$ cat src/logic/rst_seq_pkg.sv
package rst_seq_pkg;
	localparam int clk_period_ns = 50;
	localparam int min_width_cycles = 4;
	localparam int stretch_cycles = 4096;
	localparam int lock_delay_cycles = 2;
	localparam int pll_relock_us = 100;
	localparam int pll_relock_cycles = (pll_relock_us * 1000) / clk_period_ns;
	localparam int cfg_width = 16;
	localparam int cnt_width = 13;
	localparam logic [cfg_width-1:0] cfg_reset = 16'h0000;
endpackage

$ cat src/logic/reset_sync.sv
// two-flop synchroniser for one asynchronous level
module reset_sync (
	input wire logic clk,
	input wire logic rst,
	input wire logic din,
	output logic dout
);
	logic meta_q;
	always_ff @(posedge clk) begin
		// held asserted while the logic itself is in reset
		if (rst) begin
			meta_q <= 1'b0;
			dout <= 1'b0;
		end else begin
			meta_q <= din;
			dout <= meta_q;
		end
	end
endmodule

$ cat src/logic/reset_sequence_and_config_latch.sv
// reset front end: width check, stretch and strap capture
module reset_sequence_and_config_latch #(
	parameter int stretch = rst_seq_pkg::stretch_cycles,
	parameter int cfg_w = rst_seq_pkg::cfg_width
) (
	input wire logic clk,
	input wire logic rst,
	input wire logic power_on_reset_pin_n,
	input wire logic hard_reset_pin_n_in,
	output logic hard_reset_pin_n_out,
	output logic hard_reset_pin_oe,
	input wire logic soft_reset_pin_n_in,
	output logic soft_reset_pin_n_out,
	output logic soft_reset_pin_oe,
	input wire logic [cfg_w-1:0] cfg_strap,
	output logic [cfg_w-1:0] cfg_word_q,
	output logic cfg_locked_q,
	output logic int_hard_reset_q,
	output logic int_soft_reset_q
);
	import rst_seq_pkg::*;

	// the counter width limits the stretch to 2**cnt_width-1 cycles
	localparam logic [cnt_width-1:0] stretch_load =
		cnt_width'(stretch);
	localparam logic [2:0] min_w = 3'(min_width_cycles);
	localparam logic [1:0] lock_d = 2'(lock_delay_cycles);

	logic por_s;
	logic hrd_s;
	logic srt_s;
	logic [cfg_w-1:0] strap_m_q;
	logic [cfg_w-1:0] strap_s_q;
	logic [2:0] hrd_w_q;
	logic [2:0] srt_w_q;
	logic [cnt_width-1:0] pstr_q;
	logic [cnt_width-1:0] hstr_q;
	logic [cnt_width-1:0] sstr_q;
	logic [1:0] lock_q;
	logic hrd_prev_q;
	logic srt_prev_q;
	logic por_hold;
	logic hard_hold;
	logic soft_hold;
	logic sampling;
	logic lock_run;

	// counts synchronised low cycles, saturating at the minimum width
	function automatic logic [2:0] wcount(input logic low,
			input logic [2:0] c);
		if (!low)
			return 3'h0;
		return (c == min_w) ? c : c + 3'h1;
	endfunction

	// stretch counter step, holding at zero
	function automatic logic [cnt_width-1:0] dec(
			input logic [cnt_width-1:0] c);
		return (c == '0) ? c : c - cnt_width'(1);
	endfunction

	function automatic logic busy(input logic [cnt_width-1:0] c);
		return c != '0;
	endfunction

	// release of an assertion that met the minimum width
	function automatic logic valid_rise(input logic now,
			input logic prev, input logic [2:0] w);
		return now && !prev && w == min_w;
	endfunction

	assign por_hold = !por_s || busy(pstr_q);
	assign hard_hold = hrd_w_q == min_w || busy(hstr_q);
	assign soft_hold = srt_w_q == min_w || busy(sstr_q);
	// own drive on the hard pin counts too, so straps keep flowing
	assign sampling = !por_s || !hrd_s;
	assign lock_run = lock_q != lock_d;

	// resets are asynchronous pins; each is synchronised first
	reset_sync u_por (.clk(clk), .rst(rst), .din(power_on_reset_pin_n),
		.dout(por_s));
	reset_sync u_hrd (.clk(clk), .rst(rst), .din(hard_reset_pin_n_in),
		.dout(hrd_s));
	reset_sync u_srt (.clk(clk), .rst(rst), .din(soft_reset_pin_n_in),
		.dout(srt_s));

	// straps pass two flops too; they must be static while captured
	always_ff @(posedge clk) begin
		if (rst) begin
			strap_m_q <= cfg_reset;
			strap_s_q <= cfg_reset;
		end else begin
			strap_m_q <= cfg_strap;
			strap_s_q <= strap_m_q;
		end
	end

	// low-width counter for the hard input
	always_ff @(posedge clk) begin
		if (rst)
			hrd_w_q <= 3'h0;
		else
			hrd_w_q <= wcount(!hrd_s, hrd_w_q);
	end

	// low-width counter for the soft input
	always_ff @(posedge clk) begin
		if (rst)
			srt_w_q <= 3'h0;
		else
			srt_w_q <= wcount(!srt_s, srt_w_q);
	end

	// previous hard level for release detection
	always_ff @(posedge clk) begin
		if (rst)
			hrd_prev_q <= 1'b0;
		else
			hrd_prev_q <= hrd_s;
	end

	// previous soft level for release detection
	always_ff @(posedge clk) begin
		if (rst)
			srt_prev_q <= 1'b0;
		else
			srt_prev_q <= srt_s;
	end

	// power-on stretch drives both pins low after release
	always_ff @(posedge clk) begin
		if (rst)
			pstr_q <= stretch_load;
		else if (!por_s)
			pstr_q <= stretch_load;
		else
			pstr_q <= dec(pstr_q);
	end

	// hard stretch starts on release of a valid-width assertion
	always_ff @(posedge clk) begin
		if (rst)
			hstr_q <= '0;
		else if (valid_rise(hrd_s, hrd_prev_q, hrd_w_q))
			hstr_q <= stretch_load;
		else
			hstr_q <= dec(hstr_q);
	end

	// soft stretch likewise
	always_ff @(posedge clk) begin
		if (rst)
			sstr_q <= '0;
		else if (valid_rise(srt_s, srt_prev_q, srt_w_q))
			sstr_q <= stretch_load;
		else
			sstr_q <= dec(sstr_q);
	end

	// hard pin drive during the power-on stretch
	always_ff @(posedge clk) begin
		if (rst)
			hard_reset_pin_oe <= 1'b1;
		else
			hard_reset_pin_oe <= por_hold;
	end

	// soft pin drive during the power-on stretch
	always_ff @(posedge clk) begin
		if (rst)
			soft_reset_pin_oe <= 1'b1;
		else
			soft_reset_pin_oe <= por_hold;
	end

	// the pins are only ever pulled low
	always_ff @(posedge clk) begin
		if (rst) begin
			hard_reset_pin_n_out <= 1'b0;
			soft_reset_pin_n_out <= 1'b0;
		end else begin
			hard_reset_pin_n_out <= 1'b0;
			soft_reset_pin_n_out <= 1'b0;
		end
	end

	// internal hard reset
	always_ff @(posedge clk) begin
		if (rst)
			int_hard_reset_q <= 1'b1;
		else
			int_hard_reset_q <= por_hold || hard_hold;
	end

	// soft reset covers every hard reset cause as well
	always_ff @(posedge clk) begin
		if (rst)
			int_soft_reset_q <= 1'b1;
		else
			int_soft_reset_q <= por_hold || hard_hold || soft_hold;
	end

	// lock delay counter, restarted by a power-on or hard reset assertion (not by soft)
	always_ff @(posedge clk) begin
		if (rst)
			lock_q <= 2'h0;
		else if (sampling)
			lock_q <= 2'h0;
		else if (lock_run)
			lock_q <= lock_q + 2'h1;
	end

	// lock flag rises with the last capture
	always_ff @(posedge clk) begin
		if (rst)
			cfg_locked_q <= 1'b0;
		else if (sampling)
			cfg_locked_q <= 1'b0;
		else if (lock_run)
			cfg_locked_q <= (lock_q + 2'h1) == lock_d;
	end

	// word follows the straps until the lock delay has run out
	always_ff @(posedge clk) begin
		if (rst)
			cfg_word_q <= cfg_reset;
		else if (sampling)
			cfg_word_q <= strap_s_q;
		else if (lock_run)
			cfg_word_q <= strap_s_q;
	end
endmodule

$ cat config.mk
export PLATFORM = sky130hd
export DESIGN_NAME = reset_sequence_and_config_latch
export DESIGN_NICKNAME = d
export VERILOG_FILES = /design/src/logic/rst_seq_pkg.sv /design/src/logic/reset_sync.sv /design/src/logic/reset_sequence_and_config_latch.sv
export SDC_FILE = /design/constraint.sdc
export NUM_CORES = 1
export LEC_CHECK = 0
export ABC_AREA = 1
export BUFFER_PORTS_ARGS = -buffer_cell sky130_fd_sc_hd__buf_2
export CAP_MARGIN = 20
export CORE_ASPECT_RATIO = 0.75
export CORE_MARGIN = 1
export CORE_UTILIZATION = 35
export DETAILED_ROUTE_END_ITERATION = 12
export PLACE_DENSITY_LB_ADDON = 0.15
export SYNTH_ARGS = -nofsm -noshare
export SYNTH_HDL_FRONTEND = slang
export SYNTH_HIERARCHICAL = 1
export SYNTH_SLANG_ARGS = --single-unit
$ cat constraint.sdc
create_clock -name clk -period 1.32 [get_ports clk]
set_clock_uncertainty 0.1 [all_clocks]
set_input_delay 0.264 -clock clk [delete_from_list [all_inputs] [get_ports clk]]
set_output_delay 0.264 -clock clk [all_outputs]
set_load 0.03 [all_outputs]
==> results of run 1 <==
## synthesized netlist by cell type
master	count	area share
dfxtp_1	107	0.49
buf_2	3	0.0034
nand2_4	2	0.0052
xor2_1	11	0.022
buf_4	3	0.0052
inv_1	103	0.089
buf_1	4	0.0034
xnor2_1	4	0.0080
nand2_1	105	0.090
nor2_2	9	0.013
nor3_1	2	0.0023
a21boi_0	2	0.0034
nand4_2	1	0.0029
nand3b_1	2	0.0034
buf_6	1	0.0026
inv_2	1	0.00086
a21oi_1	33	0.038
nand4_1	1	0.0014
ha_1	11	0.032
nand3_1	22	0.025
o21ai_0	27	0.031
a31oi_1	2	0.0029
conb_1	1	0.00086
nand2_2	2	0.0029
nor2_4	2	0.0052
nor2_1	128	0.11
clkbuf_1	3	0.0026
mux2_2	1	0.0026
## power by group
group | switching (mW) | total [mW] | internal, mW
clock | 1.32 | 3.04 | 1.72
sequential | 0.382 | 4.08 | 3.70
combinational | 3.09 | 5.42 | 2.33
## stage by stage
stage	cell area, µm²	power [mW]	setup slack (ns)
after global routing	6250	13.4	-0.0613
after floorplan	4390	6.85	-0.00413
after global placement	5150	7.98	-0.0735
after CTS	5830	11.5	0.0000734
after detailed placement	5150	8.03	-0.0903
final	6250	12.5	0.00765
## cell type report
cell class | instances | area [µm²] | area share
Clock inverter | 7 | 119 | 0.0190
Inverter | 104 | 403 | 0.0644
Clock buffer | 9 | 225 | 0.0360
Multi-Input combinational cell | 371 | 2210 | 0.354
Timing Repair Buffer | 120 | 911 | 0.146
Tap cell | 162 | 203 | 0.0324
Sequential cell | 107 | 2180 | 0.349
## kinds of logic after synthesis
group	after synthesis	share of synthesized area
simple gates	276	0.262
xor+xnor	15	0.0301
fa+ha+maj	11	0.0316
flops	107	0.491
mux	1	0.00258
other cells	1	0.000860
compound gates	64	0.0752
buf+inv	118	0.107
## worst min-delay path, cell delays in order
cell,delay (ns)
buf_2,0.10
inv_1,0.04
nor2_1,0.03
## timing repair
action / CTS / global route
cloned: 3 / 1
pin swaps: 11 / 45
hold endpoints to repair: 16 / 0
endpoints found under the setup margin: 40 / 59
resized for setup: 44 / 147
setup buffers: 4 / 3
hold buffers: 16 / 0
## routing by layer
metal	global-route usage	up-vias	share of wire	wire length [µm]
li1	-	2025	-	-
met1	0.209	1700	0.49	4840
met2	0.249	65	0.45	4430
met3	0.0478	11	0.042	409
met4	0.0539	0	0.014	138
met5	0	-	0	0
## sequential cells by signal, indices dropped and copies added, names as in the netlist, 2 cells and up
register / count
pstr_q: 13
hrd_w_q: 3
strap_m_q: 16
strap_s_q: 16
cfg_word_q: 16
lock_q: 2
hstr_q: 13
srt_w_q: 3
sstr_q: 13
## worst max path at each step
| stage | from | depth (start not counted) | to | slack [ns] |
|---|---|---|---|---|
| after floorplan | pstr_q[0]$_SDFFE_PP0P_ | 7 | int_soft_reset_q$_SDFF_PP1_ | -0.004 |
| after global placement | pstr_q[6]$_SDFFE_PP0P_ | 6 | pstr_q[10]$_SDFFE_PP0P_ | -0.07 |
| after detailed placement | pstr_q[6]$_SDFFE_PP0P_ | 6 | int_soft_reset_q$_SDFF_PP1_ | -0.09 |
| after CTS | srt_w_q[0]$_SDFFE_PP0P_ | 8 | sstr_q[3]$_SDFFE_PP0P_ | 0.00007 |
| after global routing | sstr_q[10]$_SDFFE_PP0P_ | 6 | int_soft_reset_q$_SDFF_PP1_ | -0.06 |
| final | pstr_q[1]$_SDFFE_PP0P_ | 7 | int_soft_reset_q$_SDFF_PP1_ | 0.008 |
==> impl_metrics.py, run 1 <==
metrics = {
    "finish": {
        "n_fill_cell": 1118,
        "mostFrequentLayoutCells": "inv_1 (90), nor2_1 (84), dfxtp_1 (83)",
        "area_growth_syn_to_layout_pct": 43.4,
        "stdcell_count": 880,
        "drive_above_1_share": 0.361,
        "final_nets": 745,
        "num_antenna_cells": 0,
        "mostFrequentLayoutCell": "inv_1",
        "fin_util": 0.527,
    },
    "setup_path": {
        "crit_chain": "inv_4 -> ha_4 -> nand2_1 -> nor2_4 -> nand2_4 -> nor2_4 -> nand4_1",
        "worst-path-max-fanout": 7,
        "crit_family": "simple AND/OR/NAND/NOR gates",
        "r2r-end": "int_soft_reset_q$_SDFF_PP1_",
        "cp_slowest_cell": "dfxtp_4",
        "critPathArrivalTime_ns": 1.44,
        "reg2reg_setup_slack_ns": 0.008,
        "reg2reg_depth": 7,
        "crit_buf_inv": 1,
        "slowest_delay_ns": 0.36,
        "worstPathRequired_ns": 1.45,
        "crit_path_start_kind": "flop",
        "cp-end-kind": "flop",
        "reg2reg_from": "pstr_q[1]$_SDFFE_PP0P_",
        "critPathKind": "flop to flop",
        "crit_top_cell": "nor2_4",
    },
    "floorplan": {
        "ios": 44,
        "initial_core_util": 0.367,
        "die_x_um": 131,
        "die_h_um": 98.7,
        "core_mm2": 0.0119,
        "dieArea_mm2": 0.0129,
        "rows": 34,
    },
    "job": {
        "drv_cap": 0,
    },
    "worst_hold_path": {
        "min_to": "strap_m_q[12]$_SDFF_PP0_",
        "hold_class": "primary input to flop",
        "hold_depth": 3,
        "hp-start": "cfg_strap[12]",
    },
    "logic_synthesis": {
        "ys_ff_latch": 107,
        "syn_inst": 593,
        "ys_warn_count": 6,
        "netlist-cell-type-count": 28,
        "synth_area_mm2": 0.00436,
        "ys_seq_area_frac": 0.491,
        "synth_area_per_cell_um2": 7.36,
    },
    "clock_network": {
        "cts_buffers": 9,
        "cts_root_buffer": "clkbuf_16",
        "worstSkewPairLatency_ns": 0.35,
        "clkTransAtPathRegs_ns": 0.08,
        "clk_path_buf_depth": 2,
        "htree_levels": 3,
        "cts.sinks": 107,
        "cts_tree": "done",
    },
    "global_routing": {
        "overflow": 0,
        "grt_max_degree": 33,
        "grt_pass1_wl_um": 16200,
        "grt_pass1_vias": 3615,
        "grt_use_total": 0.160,
        "antenna_found_initial": 0,
    },
    "timing": {
        "rsz0062_at_grt": "yes",
        "whs_ns": 0.0134,
        "setup_tns_ns": 0,
        "fmax_ghz": 0.762,
        "period_share": 0.994,
        "min_period_ns": 1.31,
        "drv_slew": 0,
        "hold_viol": 0,
        "setup_viol": 0,
    },
    "pwr": {
        "p_per_area_mw_per_mm2": 2010,
        "power.leakage_nw": 3.03,
        "ir_drop_mv": 0.813,
    },
    "routing": {
        "antenna_left": 0,
        "viasPerCell": 4.32,
        "drt-wirelength-per-cell_um": 11.1,
        "drtPass1Iterations": 4,
        "drc": 0,
        "routed_wirelength_um": 9810,
        "first_iter_violations": 180,
        "dr_total_vias": 3801,
    },
    "placement": {
        "dpl.cell_count": 838,
        "numPortBuffers": 41,
        "gp_congestion": 0.799,
        "place_hpwl_um": 6160,
    },
    "outcome": {
        "outcome": "finished, final reports clean",
    },
}
Power figures use the tool's default switching activity.
==> run 2: changes to the inputs <==
--- a/config.mk
+++ b/config.mk
@@ -12,6 +12,7 @@
 export CORE_MARGIN = 1
 export CORE_UTILIZATION = 35
 export DETAILED_ROUTE_END_ITERATION = 12
+export GPL_TIMING_DRIVEN = 0
 export PLACE_DENSITY_LB_ADDON = 0.15
 export SYNTH_ARGS = -nofsm -noshare
 export SYNTH_HDL_FRONTEND = slang
==> run 2 against run 1 <==
  * Utilization shrank 3.1 points
  * Routed wire length shrank 5.5%
  * Flip-flop and latch count is the same
  * Non-clock buffer count shrank 32
  * Worst hold slack lost 0.0029 ns
  * Sequential share of layout area grew 2.2 points
  * Power shrank 6.0%
  * First-iteration DRC count grew 11%
  * Global-route usage shrank 0.58 points
  * Critical endpoint is now sstr_q[0]$_SDFFE_PP0P_
  * Maximum frequency shrank 0.29%
  * Sequential power grew 2%
==> impl_metrics.py, run 2 (synthesized netlist as in run 1, its figures left out) <==
metrics = {
    "setup_path": {
        "critPathKind": "flop to flop",
        "worstPathRequired_ns": 1.46,
        "worst-path-max-fanout": 3,
        "cp-end-kind": "flop",
        "critPathArrivalTime_ns": 1.46,
        "crit_path_start_kind": "flop",
    },
    "finish": {
        "mostFrequentLayoutCells": "nor2_1 (91), inv_1 (90), nand2_1 (84)",
        "top_regs": "cfg_word_q: 16 flops, strap_m_q: 16 flops, strap_s_q: 16 flops",
        "final_area_mm2": 0.00589,
        "final_nets": 712,
        "fin_util": 0.496,
        "mostFrequentLayoutCell": "nor2_1",
        "num_antenna_cells": 0,
        "area_growth_syn_to_layout_pct": 35.0,
        "multi_input_area_mm2": 0.00215,
        "ff_latch_area_mm2": 0.00218,
        "n_fill_cell": 1132,
        "drive_above_1_share": 0.328,
    },
    "routing": {
        "antenna_left": 0,
        "routed_wirelength_um": 9270,
        "viasPerCell": 4.33,
        "drtPass1Iterations": 4,
        "first_iter_violations": 199,
        "drc": 0,
        "dr_total_vias": 3664,
        "drt-wirelength-per-cell_um": 10.9,
    },
    "job": {
        "drv_cap": 0,
    },
    "clock_network": {
        "cts_root_buffer": "clkbuf_16",
        "clkTransAtPathRegs_ns": 0.09,
        "worstSkewPairLatency_ns": 0.35,
        "htree_levels": 3,
        "cts_tree": "done",
        "clk_path_buf_depth": 2,
        "cts.sinks": 107,
        "cts_buffers": 9,
    },
    "pwr": {
        "ir_drop_mv": 0.874,
        "power_mw": 11.8,
        "power.leakage_nw": 2.84,
        "p_per_area_mw_per_mm2": 2000,
    },
    "global_routing": {
        "grt_pass1_vias": 3418,
        "overflow": 0,
        "grt_max_degree": 24,
        "antenna_found_initial": 0,
        "grt_use_total": 0.154,
        "grt_pass1_wl_um": 15600,
    },
    "timing": {
        "drv_slew": 0,
        "whs_ns": 0.0106,
        "period_share": 0.997,
        "min_period_ns": 1.32,
        "hold_viol": 0,
        "setup_viol": 0,
        "fmax_ghz": 0.760,
        "rsz0062_at_grt": "yes",
    },
    "placement": {
        "place_hpwl_um": 6070,
        "placed_area_mm2": 0.00479,
        "numPortBuffers": 41,
        "gp_congestion": 0.801,
    },
    "floorplan": {
        "dieArea_mm2": 0.0129,
        "initial_core_util": 0.367,
        "die_h_um": 98.7,
        "ios": 44,
        "core_mm2": 0.0119,
        "rows": 34,
        "die_x_um": 131,
    },
    "worst_hold_path": {
        "hold_class": "primary input to flop",
    },
    "outcome": {
        "outcome": "finished, final reports clean",
    },
}
run 2: worst paths after layout:
path                                 from                       to  slack (ns)  depth (start not counted)
hold / removal               cfg_strap[2]  strap_m_q[2]$_SDFF_PP0_        0.01                          3
hold reg to reg   u_por/meta_q$_SDFF_PP0_    u_por/dout$_SDFF_PP0_        0.30                          2
setup reg to reg   sstr_q[0]$_SDFFE_PP0P_   sstr_q[0]$_SDFFE_PP0P_       0.004                          8
setup / recovery   sstr_q[0]$_SDFFE_PP0P_   sstr_q[0]$_SDFFE_PP0P_       0.004                          8
run 2: layout make-up:
class	count	share of cell area
timing repair buffer	74	0.0871
tap	162	0.0344
buffer	14	0.0198
clock inverter	7	0.0168
sequential	107	0.371
clock buffer	9	0.0382
multi-input combinational	370	0.365
inverter	104	0.0676
run 2: routing by layer:
layer	part of all wire	vias to the layer above	GRT usage	routed length [µm]
met5	0	-	0	0
met1	0.50	1633	0.209	4640
met2	0.44	58	0.235	4100
met3	0.046	9	0.0456	423
li1	-	1964	-	-
met4	0.011	0	0.0451	106
run 2: worst max-delay path, cell delays in order, from the launching register on:
cell and delay (ns):
dfxtp_2 0.33, inv_2 0.07, ha_4 0.16, nand2_4 0.06, nor2_4 0.10, nand2_4 0.07
buf_12 0.13, xor2_1 0.14, nor2_1 0.05
run 2: what timing repair did:
action	CTS	global route
endpoints found under the setup margin	59	58
setup buffers	19	2
hold buffers	9	0
cloned	4	0
endpoints found under the hold margin	9	0
resized for setup	80	100
pin swaps	28	26
run 2: power breakdown:
group	total [mW]	internal, mW	leakage (nW)	switching [mW]
logic	4.81	2.06	1.79	2.75
registers	4.16	3.72	0.890	0.447
clock network	2.82	1.39	0.155	1.43
run 2: metrics by stage:
| step | setup WS, ns | std cells | TNS (ns) |
|---|---|---|---|
| after CTS | -0.0162 | 845 | -0.0440 |
| after global placement | -0.267 | 797 | -13.05 |
| after global routing | -0.0733 | 847 | -1.19 |
| after detailed placement | -0.273 | 797 | -15.29 |
| after floorplan | -0.00413 | 594 | -0.00413 |
| final | 0.00388 | 847 | 0 |
